### src/rtl/psi_pkg.sv
// Shared constants and types of the power stage start interlock
package psi_pkg;

   // Clock and timing figures
   localparam longint unsigned CLK_HZ        = 64'd25000000;
   localparam longint unsigned PULSE_MAX_MS  = 64'd2000;
   localparam longint unsigned AUTO_DELAY_MS = 64'd100;
   localparam longint unsigned MS_PER_S      = 64'd1000;
   // Longest pulse rounds down, least delay rounds up
   localparam longint unsigned PULSE_MAX_CYC  = (PULSE_MAX_MS * CLK_HZ) / MS_PER_S;
   localparam longint unsigned AUTO_DELAY_CYC = (AUTO_DELAY_MS * CLK_HZ + MS_PER_S - 64'd1) / MS_PER_S;
   localparam int              CNT_W          = 26;

   // Register byte offsets
   localparam logic [7:0] CTRL_ADDR   = 8'h00;
   localparam logic [7:0] STATUS_ADDR = 8'h04;

   // Control register fields
   localparam int CTRL_MODE_BIT   = 0;
   localparam int CTRL_ASSIGN_BIT = 1;
   localparam int CTRL_ACK_BIT    = 2;

   // Status register field positions
   localparam int STAT_STATE_LSB   = 0;
   localparam int STAT_RELEASE_BIT = 4;
   localparam int STAT_ERR_LSB     = 5;
   localparam int STAT_IN_LSB      = 8;

   // Start mode type and start input assignment
   typedef enum logic {
      PSI_MODE_PULSE = 1'b0,
      PSI_MODE_AUTO  = 1'b1
   } psi_mode_type;

   typedef enum logic {
      PSI_IN_NONE  = 1'b0,
      PSI_IN_START = 1'b1
   } psi_assign_type;

   localparam psi_mode_type   MODE_RESET   = PSI_MODE_PULSE;
   localparam psi_assign_type ASSIGN_RESET = PSI_IN_NONE;

   // Operating states, one-hot
   typedef enum logic [3:0] {
      PSI_SWITCH_ON_DISABLED = 4'h1,
      PSI_READY_TO_SWITCH_ON = 4'h2,
      PSI_OPERATION_ENABLED  = 4'h4,
      PSI_FAULT              = 4'h8
   } psi_state_type;

   // Sticky error flags
   typedef struct packed {
      logic missing_level;
      logic stuck_at_entry;
      logic pulse_too_long;
   } psi_err_type;

   // Synchronised safety inputs
   typedef struct packed {
      logic start;
      logic sls;
      logic ss1;
   } psi_in_type;

endpackage : psi_pkg

### src/rtl/psi_input_sync.sv
// Three-stage synchroniser with agreement filter for pin inputs
`timescale 1ns/100ps
module psi_input_sync #(
   parameter int WIDTH = 3
) (
   input  wire logic             pclk,
   input  wire logic             presetn,
   input  wire logic [WIDTH-1:0] pin_in,
   output logic      [WIDTH-1:0] sync_out
);

   logic [WIDTH-1:0] stage1;
   logic [WIDTH-1:0] stage2;
   logic [WIDTH-1:0] stage3;

   // Shift chain; stage1 feeds only stage2
   always_ff @(posedge pclk or negedge presetn) begin
      if (!presetn) begin
         stage1 <= '0;
         stage2 <= '0;
         stage3 <= '0;
      end else begin
         stage1 <= pin_in;
         stage2 <= stage1;
         stage3 <= stage2;
      end
   end

   // Take a change only once two later stages agree, per bit
   always_ff @(posedge pclk or negedge presetn) begin
      if (!presetn) begin
         sync_out <= '0;
      end else begin
         for (int i = 0; i < WIDTH; i++) begin
            if (stage2[i] == stage3[i]) begin
               sync_out[i] <= stage3[i];
            end
         end
      end
   end

endmodule : psi_input_sync

### src/rtl/psi_interlock.sv
// Start signal interlock for power stage enabling, with APB registers
// How it works
// - Lock power stage at switch-on, after error clear, after speed-limit torque off and stop 1.
// - Leave switch-on-disabled only when both stop and speed-limit requests are high.
// - Pulse mode with start input: wait for a pulse, then enable operation.
// - Pulse mode with start input: start held active beyond 2 s raises an error.
// - Pulse mode with start input: start already active on entering ready raises an error.
// - Level mode with input: active on entry gives operation enabled after 0.1 s.
// - Level mode with input: inactive on entry raises an error.
// - Level mode without input: operation enabled automatically after 0.1 s.
// - Start mode setting offers pulse or automatic level start.
// - Start input setting offers not assigned or the start safety input.
`timescale 1ns/100ps
module psi_interlock #(
   parameter int unsigned PULSE_MAX_CYC  = int'(psi_pkg::PULSE_MAX_CYC),
   parameter int unsigned AUTO_DELAY_CYC = int'(psi_pkg::AUTO_DELAY_CYC)
) (
   input  wire logic        pclk,
   input  wire logic        presetn,
   input  wire logic        psel,
   input  wire logic        penable,
   input  wire logic        pwrite,
   input  wire logic [7:0]  paddr,
   input  wire logic [31:0] pwdata,
   output logic      [31:0] prdata,
   output logic             pready,
   output logic             pslverr,
   input  wire logic        ss1_request_in,
   input  wire logic        sls_request_in,
   input  wire logic        start_safety_input,
   input  wire logic        sls_sto_event,
   input  wire logic        ss1_done_event,
   output logic             power_enable_release
);

   localparam int CW = psi_pkg::CNT_W;
   localparam logic [CW-1:0] PULSE_MAX  = CW'(PULSE_MAX_CYC);
   localparam logic [CW-1:0] AUTO_LAST  = CW'(AUTO_DELAY_CYC - 1);
   localparam logic [CW-1:0] CNT_ONE    = {{(CW-1){1'b0}}, 1'b1};

   psi_pkg::psi_state_type  state;
   psi_pkg::psi_state_type  next_state;
   psi_pkg::psi_mode_type   start_mode;
   psi_pkg::psi_assign_type start_assign;
   psi_pkg::psi_err_type    err;
   psi_pkg::psi_err_type    next_err_set;
   psi_pkg::psi_in_type     sin;
   logic                    entry;
   logic                    start_prev;
   logic [CW-1:0]           cnt;
   logic                    bus_write;
   logic                    bus_read;
   logic                    ack_write;
   logic                    addr_ok;
   logic                    requests_removed;
   logic                    lock_event;
   logic                    pulse_mode;
   logic                    input_assigned;
   logic [31:0]             status_word;

   // Pin inputs pass the three-stage filter
   psi_input_sync #(
      .WIDTH (3)
   ) u_sync (
      .pclk     (pclk),
      .presetn  (presetn),
      .pin_in   ({start_safety_input, sls_request_in, ss1_request_in}),
      .sync_out (sin)
   );

   // Bus strobes; writes act only in the access phase with pready high
   assign bus_write = psel && penable && pready && pwrite;
   assign bus_read  = psel && !penable && !pwrite;
   assign addr_ok   = (paddr == psi_pkg::CTRL_ADDR) || (paddr == psi_pkg::STATUS_ADDR);
   assign ack_write = bus_write && (paddr == psi_pkg::CTRL_ADDR) && pwdata[psi_pkg::CTRL_ACK_BIT];

   assign requests_removed = sin.ss1 && sin.sls;
   assign lock_event       = sls_sto_event || ss1_done_event;
   assign pulse_mode       = (start_mode == psi_pkg::PSI_MODE_PULSE);
   assign input_assigned   = (start_assign == psi_pkg::PSI_IN_START);

   // Configuration register; safe to change at run time, used by the state logic at once, also in ready-to-switch-on
   always_ff @(posedge pclk or negedge presetn) begin
      if (!presetn) begin
         start_mode   <= psi_pkg::MODE_RESET;
         start_assign <= psi_pkg::ASSIGN_RESET;
      end else if (bus_write && addr_ok && (paddr == psi_pkg::CTRL_ADDR)) begin
         start_mode   <= psi_pkg::psi_mode_type'(pwdata[psi_pkg::CTRL_MODE_BIT]);
         start_assign <= psi_pkg::psi_assign_type'(pwdata[psi_pkg::CTRL_ASSIGN_BIT]);
      end
   end

   // Error detection in ready-to-switch-on
   always_comb begin
      next_err_set = '0;
      if (state == psi_pkg::PSI_READY_TO_SWITCH_ON && input_assigned) begin
         if (pulse_mode) begin
            next_err_set.stuck_at_entry = entry && sin.start;
            next_err_set.pulse_too_long = !entry && sin.start && (cnt == PULSE_MAX);
         end else begin
            // A start that drops during the delay counts as missing too
            next_err_set.missing_level = !sin.start;
         end
      end
   end

   // State transitions; errors beat locks, locks beat starts
   always_comb begin
      next_state = state;
      case (state)
         psi_pkg::PSI_SWITCH_ON_DISABLED: begin
            if (requests_removed && !lock_event) begin
               next_state = psi_pkg::PSI_READY_TO_SWITCH_ON;
            end
         end
         psi_pkg::PSI_READY_TO_SWITCH_ON: begin
            if (next_err_set != '0) begin
               next_state = psi_pkg::PSI_FAULT;
            end else if (!requests_removed || lock_event) begin
               next_state = psi_pkg::PSI_SWITCH_ON_DISABLED;
            end else if (pulse_mode) begin
               // Falling edge of a pulse no longer than the timeout
               if (input_assigned && !entry && start_prev && !sin.start && cnt <= PULSE_MAX) begin
                  next_state = psi_pkg::PSI_OPERATION_ENABLED;
               end
            end else if (cnt == AUTO_LAST) begin
               next_state = psi_pkg::PSI_OPERATION_ENABLED;
            end
         end
         psi_pkg::PSI_OPERATION_ENABLED: begin
            if (!requests_removed || lock_event) begin
               next_state = psi_pkg::PSI_SWITCH_ON_DISABLED;
            end
         end
         psi_pkg::PSI_FAULT: begin
            // Leave only on an acknowledge write; no error is detected while in fault
            if (ack_write) begin
               next_state = psi_pkg::PSI_SWITCH_ON_DISABLED;
            end
         end
         default: begin
            next_state = psi_pkg::PSI_SWITCH_ON_DISABLED;
         end
      endcase
   end

   // State register; reset is switch-on, so start locked
   always_ff @(posedge pclk or negedge presetn) begin
      if (!presetn) begin
         state <= psi_pkg::PSI_SWITCH_ON_DISABLED;
      end else begin
         state <= next_state;
      end
   end

   // Entry marker for ready-to-switch-on checks
   always_ff @(posedge pclk or negedge presetn) begin
      if (!presetn) begin
         entry <= 1'b0;
      end else begin
         entry <= (next_state == psi_pkg::PSI_READY_TO_SWITCH_ON) && (state != psi_pkg::PSI_READY_TO_SWITCH_ON);
      end
   end

   // Shared counter: pulse length in pulse mode, start delay otherwise
   always_ff @(posedge pclk or negedge presetn) begin
      if (!presetn) begin
         cnt        <= '0;
         start_prev <= 1'b0;
      end else begin
         start_prev <= sin.start;
         if (state != psi_pkg::PSI_READY_TO_SWITCH_ON || entry && pulse_mode) begin
            cnt <= '0;
         end else if (pulse_mode) begin
            // Saturates so a tied input cannot wrap round into a valid pulse
            if (!sin.start) begin
               cnt <= '0;
            end else if (cnt != PULSE_MAX) begin
               cnt <= cnt + CNT_ONE;
            end
         end else if (cnt != AUTO_LAST) begin
            cnt <= cnt + CNT_ONE;
         end
      end
   end

   // Sticky errors; a new error wins over acknowledge
   always_ff @(posedge pclk or negedge presetn) begin
      if (!presetn) begin
         err <= '0;
      end else begin
         err <= (ack_write ? '0 : err) | next_err_set;
      end
   end

   // Release registered from the next state, so it changes in the same cycle as the state
   always_ff @(posedge pclk or negedge presetn) begin
      if (!presetn) begin
         power_enable_release <= 1'b0;
      end else begin
         power_enable_release <= (next_state == psi_pkg::PSI_OPERATION_ENABLED);
      end
   end

   // Status word assembly
   always_comb begin
      status_word = '0;
      status_word[psi_pkg::STAT_STATE_LSB +: 4] = state;
      status_word[psi_pkg::STAT_RELEASE_BIT]    = power_enable_release;
      status_word[psi_pkg::STAT_ERR_LSB +: 3]   = err;
      status_word[psi_pkg::STAT_IN_LSB +: 3]    = sin;
   end

   // APB slave: answer in the first access cycle, no wait states
   always_ff @(posedge pclk or negedge presetn) begin
      if (!presetn) begin
         pready  <= 1'b0;
         pslverr <= 1'b0;
         prdata  <= '0;
      end else begin
         pready  <= psel && !penable;
         pslverr <= psel && !penable && !addr_ok;
         if (bus_read && paddr == psi_pkg::CTRL_ADDR) begin
            prdata <= {30'h0, start_assign, start_mode};
         end else if (bus_read && paddr == psi_pkg::STATUS_ADDR) begin
            prdata <= status_word;
         end else begin
            prdata <= '0;
         end
      end
   end

   // Checks
   property p_locked_no_release;
      @(posedge pclk) disable iff (!presetn)
      (state == psi_pkg::PSI_SWITCH_ON_DISABLED) || (state == psi_pkg::PSI_FAULT) |-> !power_enable_release;
   endproperty
   a_locked_no_release: assert property (p_locked_no_release) else $error("release while locked");

   property p_lock_event;
      @(posedge pclk) disable iff (!presetn)
      lock_event |=> !power_enable_release && state != psi_pkg::PSI_OPERATION_ENABLED;
   endproperty
   a_lock_event: assert property (p_lock_event) else $error("lock event did not lock");

   property p_wait_requests;
      @(posedge pclk) disable iff (!presetn)
      (state == psi_pkg::PSI_SWITCH_ON_DISABLED) && !requests_removed |=> state == psi_pkg::PSI_SWITCH_ON_DISABLED;
   endproperty
   a_wait_requests: assert property (p_wait_requests) else $error("left disabled with request active");

   property p_pulse_start;
      @(posedge pclk) disable iff (!presetn)
      $rose(power_enable_release) && pulse_mode |-> $past(start_prev, 1) && !$past(sin.start, 1) && input_assigned;
   endproperty
   a_pulse_start: assert property (p_pulse_start) else $error("pulse start without falling edge");

   property p_pulse_long;
      @(posedge pclk) disable iff (!presetn)
      state == psi_pkg::PSI_READY_TO_SWITCH_ON && pulse_mode && input_assigned && !entry && sin.start
      && cnt == PULSE_MAX |=> err.pulse_too_long && state == psi_pkg::PSI_FAULT;
   endproperty
   a_pulse_long: assert property (p_pulse_long) else $error("long pulse not flagged");

   property p_stuck;
      @(posedge pclk) disable iff (!presetn)
      entry && state == psi_pkg::PSI_READY_TO_SWITCH_ON && pulse_mode && input_assigned && sin.start
      |=> err.stuck_at_entry ##1 !power_enable_release;
   endproperty
   a_stuck: assert property (p_stuck) else $error("start active on entry not flagged");

   property p_missing;
      @(posedge pclk) disable iff (!presetn)
      entry && state == psi_pkg::PSI_READY_TO_SWITCH_ON && !pulse_mode && input_assigned && !sin.start
      |=> err.missing_level && state == psi_pkg::PSI_FAULT;
   endproperty
   a_missing: assert property (p_missing) else $error("missing level not flagged");

   property p_auto_delay;
      @(posedge pclk) disable iff (!presetn)
      state == psi_pkg::PSI_READY_TO_SWITCH_ON && !pulse_mode && cnt == AUTO_LAST && requests_removed
      && !lock_event && (sin.start || !input_assigned)
      |=> power_enable_release && state == psi_pkg::PSI_OPERATION_ENABLED;
   endproperty
   a_auto_delay: assert property (p_auto_delay) else $error("auto start not taken");

   property p_early_release;
      @(posedge pclk) disable iff (!presetn)
      state == psi_pkg::PSI_READY_TO_SWITCH_ON && !pulse_mode && cnt != AUTO_LAST |=> !power_enable_release;
   endproperty
   a_early_release: assert property (p_early_release) else $error("auto start too early");

   property p_ack_set_wins;
      @(posedge pclk) disable iff (!presetn)
      ack_write && next_err_set != '0 |=> err != '0;
   endproperty
   a_ack_set_wins: assert property (p_ack_set_wins) else $error("error lost on acknowledge");

   // Transition checks; each names the step that must or must not follow
   property p_enter_ready;
      @(posedge pclk) disable iff (!presetn)
      state == psi_pkg::PSI_SWITCH_ON_DISABLED && requests_removed && !lock_event
      |=> state == psi_pkg::PSI_READY_TO_SWITCH_ON;
   endproperty
   a_enter_ready: assert property (p_enter_ready) else $error("requests removed but not ready");

   property p_no_input_wait;
      @(posedge pclk) disable iff (!presetn)
      state == psi_pkg::PSI_READY_TO_SWITCH_ON && pulse_mode && !input_assigned |=> !power_enable_release;
   endproperty
   a_no_input_wait: assert property (p_no_input_wait) else $error("pulse start without input");

   property p_pulse_held;
      @(posedge pclk) disable iff (!presetn)
      state == psi_pkg::PSI_READY_TO_SWITCH_ON && pulse_mode && sin.start |=> !power_enable_release;
   endproperty
   a_pulse_held: assert property (p_pulse_held) else $error("start while pulse still active");

   property p_pulse_done;
      @(posedge pclk) disable iff (!presetn)
      state == psi_pkg::PSI_READY_TO_SWITCH_ON && pulse_mode && input_assigned && !entry && start_prev
      && !sin.start && requests_removed && !lock_event |=> power_enable_release;
   endproperty
   a_pulse_done: assert property (p_pulse_done) else $error("pulse end did not start");

   property p_fault_hold;
      @(posedge pclk) disable iff (!presetn)
      state == psi_pkg::PSI_FAULT && !ack_write |=> state == psi_pkg::PSI_FAULT && !power_enable_release;
   endproperty
   a_fault_hold: assert property (p_fault_hold) else $error("fault left without acknowledge");

   property p_fault_ack;
      @(posedge pclk) disable iff (!presetn)
      state == psi_pkg::PSI_FAULT && ack_write |=> state == psi_pkg::PSI_SWITCH_ON_DISABLED;
   endproperty
   a_fault_ack: assert property (p_fault_ack) else $error("acknowledge did not lock");

   property p_request_drop;
      @(posedge pclk) disable iff (!presetn)
      state == psi_pkg::PSI_OPERATION_ENABLED && !requests_removed |=> state == psi_pkg::PSI_SWITCH_ON_DISABLED;
   endproperty
   a_request_drop: assert property (p_request_drop) else $error("request did not stop operation");

   property p_level_entry;
      @(posedge pclk) disable iff (!presetn)
      entry && state == psi_pkg::PSI_READY_TO_SWITCH_ON && !pulse_mode && input_assigned && sin.start
      && requests_removed && !lock_event |=> state != psi_pkg::PSI_FAULT;
   endproperty
   a_level_entry: assert property (p_level_entry) else $error("level present but fault raised");

endmodule : psi_interlock

### config.mk
export PLATFORM = sky130hd
export DESIGN_NAME = psi_interlock
export DESIGN_NICKNAME = d
export VERILOG_FILES = /design/src/rtl/psi_pkg.sv /design/src/rtl/psi_input_sync.sv /design/src/rtl/psi_interlock.sv
export SDC_FILE = /design/constraint.sdc
export NUM_CORES = 1
export LEC_CHECK = 0
export BUFFER_PORTS_ARGS = -buffer_cell sky130_fd_sc_hd__buf_2
export CAP_MARGIN = 0
export CORE_MARGIN = 4
export CORE_UTILIZATION = 35
export CTS_BUF_LIST = sky130_fd_sc_hd__clkbuf_4
export CTS_CLUSTER_DIAMETER = 40
export DETAILED_ROUTE_END_ITERATION = 8
export SLEW_MARGIN = 20
export SYNTH_ARGS = -nofsm -noshare
export SYNTH_HDL_FRONTEND = slang
export SYNTH_HIERARCHICAL = 1
export SYNTH_SLANG_ARGS = --single-unit
### constraint.sdc
create_clock -name pclk -period 3.01 [get_ports pclk]
set_input_delay 0.301 -clock pclk [delete_from_list [all_inputs] [get_ports pclk]]
set_output_delay 0.301 -clock pclk [all_outputs]
set_load 0.01 [all_outputs]
* Word-level counts from Yosys, hierarchy flattened
Cells that the tools add are included.
Widths: inputs -> output; s select.
** Word-level totals
- Logic and storage cells :: 98
- Bits in registers :: 84
- Output and inout port bits :: 35
** Cells by class
- Muxes and demuxes :: 20
- Eq/ne operators :: 17
- Add/sub/neg operators :: 1
- Magnitude comparators :: 1
- Reduce and logical (&&, ||, !) cells :: 38
- Bitwise operators :: 2
** Operators with widths (number)
- $mux 26 :: 5
- $mux 4 :: 8
- $add 26x1->26 const B :: 1
- $eq 26x22->1 const B :: 1
- $eq 26x26->1 const B :: 1
- $le 26x26->1 const B :: 1
- $ne 26x22->1 const B :: 1
- $ne 26x26->1 const B :: 1
- $logic_and 1x1->1 :: 24
- $mux 11 :: 2
- $pmux 4 s4 :: 1
- $eq 4x2->1 const B :: 2
- $eq 4x3->1 const B :: 2
- $eq 8x3->1 const B :: 1
- $logic_not 8->1 :: 1
- $logic_not 1->1 :: 7
- $mux 3 :: 2
- $eq 4x1->1 const B :: 1
- $eq 4x4->1 const B :: 1
- $logic_or 1x1->1 :: 4
- $ne 4x2->1 const B :: 1
- $ne 4x4->1 const B :: 1
- $eq 1x1->1 :: 3
- $ne 3x1->1 const B :: 1
- other kinds (6) :: 6

* Logic depth before layout (Yosys ltp)
- Depth in word-level cells :: 12
- Gate-level depth with buffers :: 8
- Depth with buffers taken out :: 8

* By module
The synthesis kept the hierarchy.
** Modules (own cells, without submodules)
- psi_interlock :: cells an instance 280, instances 1, area each 2747.6 um^2
- psi_input_sync :: cells an instance 15, instances 1, area each 334.1 um^2

* Worst setup path before layout
Ideal clock, no wire load.
- Kind :: register to register
- From :: register cnt[0]
- To :: register power_enable_release
- Setup slack :: 1.155 ns
- Setup time :: 0.119 ns
- Buffers on the path :: 0
- Stages on the path, launching flop included :: 9
- Data arrival time :: 1.736 ns
- Cell sequence :: dfrtp_1 -> inv_1 -> ha_1 -> nor4b_1 -> nand4_1 -> nor3_1 -> o21a_1 -> o22ai_1 -> and2_1
** On the way
- Word-level cells in the longest chain between the ends :: 8
- Elaborated cells between the ends (all ways) :: 15
- Those cells by class :: 1 x order compare; 3 x eq/ne; 8 x mux; 3 x reduce/logical
** RTL lines
- start, declared :: line psi_interlock.sv:50 : logic [CW-1:0] cnt;
- start signal, assigned :: line psi_interlock.sv:179 : cnt <= cnt + CNT_ONE;
- start signal, assigned :: line psi_interlock.sv:182 : cnt <= cnt + CNT_ONE;
- $le 26x26->1 or $eq 26x26->1 (tied branches) :: line psi_interlock.sv:123, psi_interlock.sv:99
- $logic_and 1x1->1 (on tied branches) :: line psi_interlock.sv:123, psi_interlock.sv:99
- $mux 4 or $mux 2 (tied branches) :: line psi_interlock.sv:123, psi_interlock.sv:97
- $mux 4 or $mux 3 (tied branches) :: line psi_interlock.sv:121, psi_interlock.sv:96
- $mux 4 or $reduce_bool 3->1 (tied branches) :: line psi_interlock.sv:119, psi_interlock.sv:117
- $mux 4 (*) :: line psi_interlock.sv:117 : if (next_err_set != '0) begin
- $pmux 4 s4 (*) :: line psi_interlock.sv:110 : case (state)
- $eq 4x3->1 (*) :: line psi_interlock.sv:201 : power_enable_release <= (next_state == psi_pkg::PSI_OPERATION_ENABLED);
- end signal, assigned :: line psi_interlock.sv:201
- end, declared :: line psi_interlock.sv:33 : output logic power_enable_release
Mark *: on every way between the ends. The rest lies on a longest branch, timed or not.
A chain may end at the register's enable or synchronous reset.

* Worst setup path in the final report
Ends and elaborated chain as after synthesis.

==> impl_metrics.env <==
export IMPL_die_y_um=102
export IMPL_drc=0
export IMPL_fin_area_sq_um=3500
export IMPL_fmax_ghz=0.423
export IMPL_gr_max_usage_layer="met2"
export IMPL_die_w_um=102
export IMPL_ys_warnings_count=6
export IMPL_gp_congestion=0.825
export IMPL_cts_tree="done"
export IMPL_start_util_pct=36.8
export IMPL_intPower_mw=1.23
export IMPL_io_pins=85
export IMPL_max_cap_violations=0
export IMPL_htreeDepth=3
export IMPL_dpl_cell_area_sq_um=3310
export IMPL_r2r_worst_path_cells=8
export IMPL_synth_edf_count=0
export IMPL_period_share_pct=78.6
export IMPL_switching_share_pct=23.5
export IMPL_wirelength_um=5970
export IMPL_async_flop_share_pct=100
export IMPL_cpMaxStageDelayCell="dfrtp_1"
export IMPL_power_total_mw=1.61
export IMPL_worst_ep_required_time_ps=3330
export IMPL_vias=2239
export IMPL_reg2reg_slack_ps=640
export IMPL_cp_data_arrival_time_ps=2680
export IMPL_firstDrtPassIters=4
export IMPL_synth_distinct_cells=56
export IMPL_grt_util_met3_pct=3.48
export IMPL_path_cells="inv_1, ha_1, nor4b_1, nand4_1, nor3_1, o21a_1, o22ai_1, and2_1"
export IMPL_p_clk_share_pct=41.4
export IMPL_grt_use_total_pct=12.5
export IMPL_setup_viol_count_final=0
export IMPL_io_buffers=34
export IMPL_critPathBufInv=1
export IMPL_slew_violations=0
export IMPL_grt_remaining_overflow=0
export IMPL_synth_top_flop_cell="dfrtp_1"
export IMPL_syn_mean_instance_area_sq_um=10.4
export IMPL_clk_pin_slew_worst_paths_ps=110
export IMPL_hp_class="in2async"
export IMPL_grt_pass1_wl_um=10100
export IMPL_die_area_sq_um=10400
export IMPL_grt_max_degree=39
export IMPL_worst_slack_ps=644
export IMPL_drt_iter0_markers=125
export IMPL_r2r_end="power_enable_release"
export IMPL_critPathTopFamily="simple AND/OR/NAND/NOR gates"
export IMPL_core_region_area_sq_um=8380
export IMPL_tns_ps=0
export IMPL_cts_made_buffers=9
export IMPL_dpl_worst_slack_ps=673
export IMPL_p_switching_mw=0.377
export IMPL_cts_sinks=63
export IMPL_wl_per_cell_um=13.2
export IMPL_grt_antenna_before_repair=1
export IMPL_crit_type="reg2reg"
export IMPL_row_count=33
export IMPL_synth_yosys_seq_area_share_pct=51.2
export IMPL_vias_per_cell=4.95
export IMPL_tightest_slew_ps=970
export IMPL_p_seq_share_pct=54.3
export IMPL_grt_use_met1_pct=15.9
export IMPL_worst_slew_margin_rel_pct=34.9
export IMPL_critical_path_max_stage_delay_ps=440
export IMPL_power_density_nw_per_um2=459
export IMPL_power_frac_comb_pct=4.3
export IMPL_antenna_left=0
export IMPL_cts_root_buffer="clkbuf_4"
export IMPL_synth_cells=295
export IMPL_setup_worst_path_end_class="register"
export IMPL_start_kind="register"
export IMPL_fin_worst_skew_ps=12.4
export IMPL_hpwl_um=4270
export IMPL_ys_ff_latch=63
export IMPL_vdd_drop_max_uv=155
export IMPL_postCtsSetupRepairBufs=0
export IMPL_clk_latency_ps=410
export IMPL_grtUsageMet2_pct=19.6
export IMPL_hold_ws_ps=-23.3
export IMPL_rsz0062_at_grt="false"
export IMPL_fin_nets=393
export IMPL_timing_final_crit_period_ps=2370
export IMPL_rr_startpoint="cnt[0]"
export IMPL_clock_path_buffers=2
export IMPL_hold_violations=31
export IMPL_violations="negative hold slack"
export IMPL_area_growth_pct=13.6
export IMPL_drive_above_1_share_pct=21.1
export IMPL_syn_area_sq_um=3080
export IMPL_path_max_fanout=4
export IMPL_status="finished with violations"
export IMPL_leakagePower_nw=1.62
export IMPL_grt_pass1_vias=2179
worst register-to-register path: stages (launching register included):
cell and delay [ps]:
dfrtp_1 440, inv_1 110, ha_1 150, nor4b_1 430, nand4_1 240, nor3_1 390, o21a_1 240, o22ai_1 100
and2_1 180
per-layer routing:
| layer | wire length (um) | up-vias | share of wire [%] |
|---|---|---|---|
| met3 | 398 | 8 | 6.7 |
| met2 | 2700 | 69 | 45 |
| met1 | 2750 | 1078 | 46 |
| met5 | 0 | - | 0 |
| li1 | - | 1084 | - |
| met4 | 120 | 0 | 2.0 |
per-stage QoR:
step           std cells  util [%]
2_1_floorplan        315         -
3_3_place_gp         432      39.5
3_5_place_dp         432      39.5
4_1_cts              451      41.7
5_1_grt              452      41.8
6_report             452      41.8
power by group through the flow:
| stage | Sequential (mW) | Combinational (mW) | Clock [mW] |
|---|---|---|---|
| 5_1_grt | 0.875 | 0.0795 | 0.727 |
| 2_1_floorplan | 0.887 | 0.0489 | 0 |
| 6_report | 0.873 | 0.0688 | 0.666 |
| 3_3_place_gp | 0.889 | 0.0660 | 0 |
| 3_5_place_dp | 0.890 | 0.0672 | 0 |
| 4_1_cts | 0.873 | 0.0702 | 0.686 |
cells in the mapped netlist, drive strengths merged (3+ instances only):
master,instances,area share [%]
inv,9,1.1
nor3,13,2.4
nand3,13,2.1
xor2,12,3.4
and2,13,2.6
xnor2,8,2.3
o22ai,3,0.61
clkbuf,4,0.53
nor4b,5,1.4
nand4,9,2.5
dfrtp,62,50
nor4,6,2.7
and4b,3,0.97
buf,21,5.1
nor2,35,4.3
o21ai,8,1.4
a22o,3,0.89
nand2,22,2.7
and3,3,0.65
maj3,3,1.1
a21oi,6,1.1
registers in the layout, summed over array words and instances, names as in the netlist:
register / cells
u_sync/stage1: 3
u_sync/stage2: 3
start_mode: 1
cnt: 26
entry: 1
pready: 1
u_sync/sync_out: 3
power_enable_release: 1
start_prev: 1
pslverr: 1
err: 3
prdata: 11
state: 4
input_assigned: 1
u_sync/stage3: 3
area by class of cell:
class | count | area, sq um
Sequential cell | 63 | 1580
Fill cell | 848 | 4880
Tap cell | 105 | 131
Clock buffer | 10 | 75.1
Antenna cell | 1 | 2.50
Timing Repair Buffer | 40 | 223
Inverter | 9 | 33.8
Clock inverter | 6 | 85.1
Multi-Input combinational cell | 218 | 1370
worst max path at each step:
stage / startpoint / endpoint / cells after the start
global route: cnt[0] / power_enable_release / 8
detailed placement: cnt[0] / power_enable_release / 8
global placement: cnt[0] / power_enable_release / 8
floorplan: cnt[0] / power_enable_release / 8
CTS: cnt[0] / power_enable_release / 8
finish: cnt[0] / power_enable_release / 8
kinds of logic after synthesis:
family | synth area share [%]
simple gates | 26.5
flops | 51.2
buf+inv | 6.74
compound gates | 6.82
xor+xnor | 5.68
fa+ha+maj | 1.91
mux | 1.02
other cells | 0.122
layout by cell type, fill, tap and decap left out, types with 2 or more instances in the layout:
cell type and count:
nand3b_1 2, o21bai_1 2, bufinv_16 2, a22o_1 2, nand3_1 13, o21ai_0 6
a21o_1 2, nor3_2 2, nor3b_1 2, nor4_4 3, o22ai_1 3, or2_2 2
nor2b_1 2, and2_1 13, conb_1 21, dlygate4sd3_1 3, a21oi_1 5, buf_4 3
nand2_1 22, and4b_1 3, nor4_1 3, nor2_1 35, nor4b_1 5, mux2i_1 2
nand4_1 7, nand4b_1 2, dfrtp_1 62, inv_1 9, nor3_1 11, maj3_2 3
buf_2 34, xnor2_1 8, clkbuf_4 10, xor2_1 12, ha_1 2, and3_1 2
timing repair:
action / in CTS / in global routing
gates resized for setup: 0 / 0
endpoints found under the hold margin: 3 / 0
hold buffers: 3 / 0
Note: power is estimated with default switching activity, not from simulation.
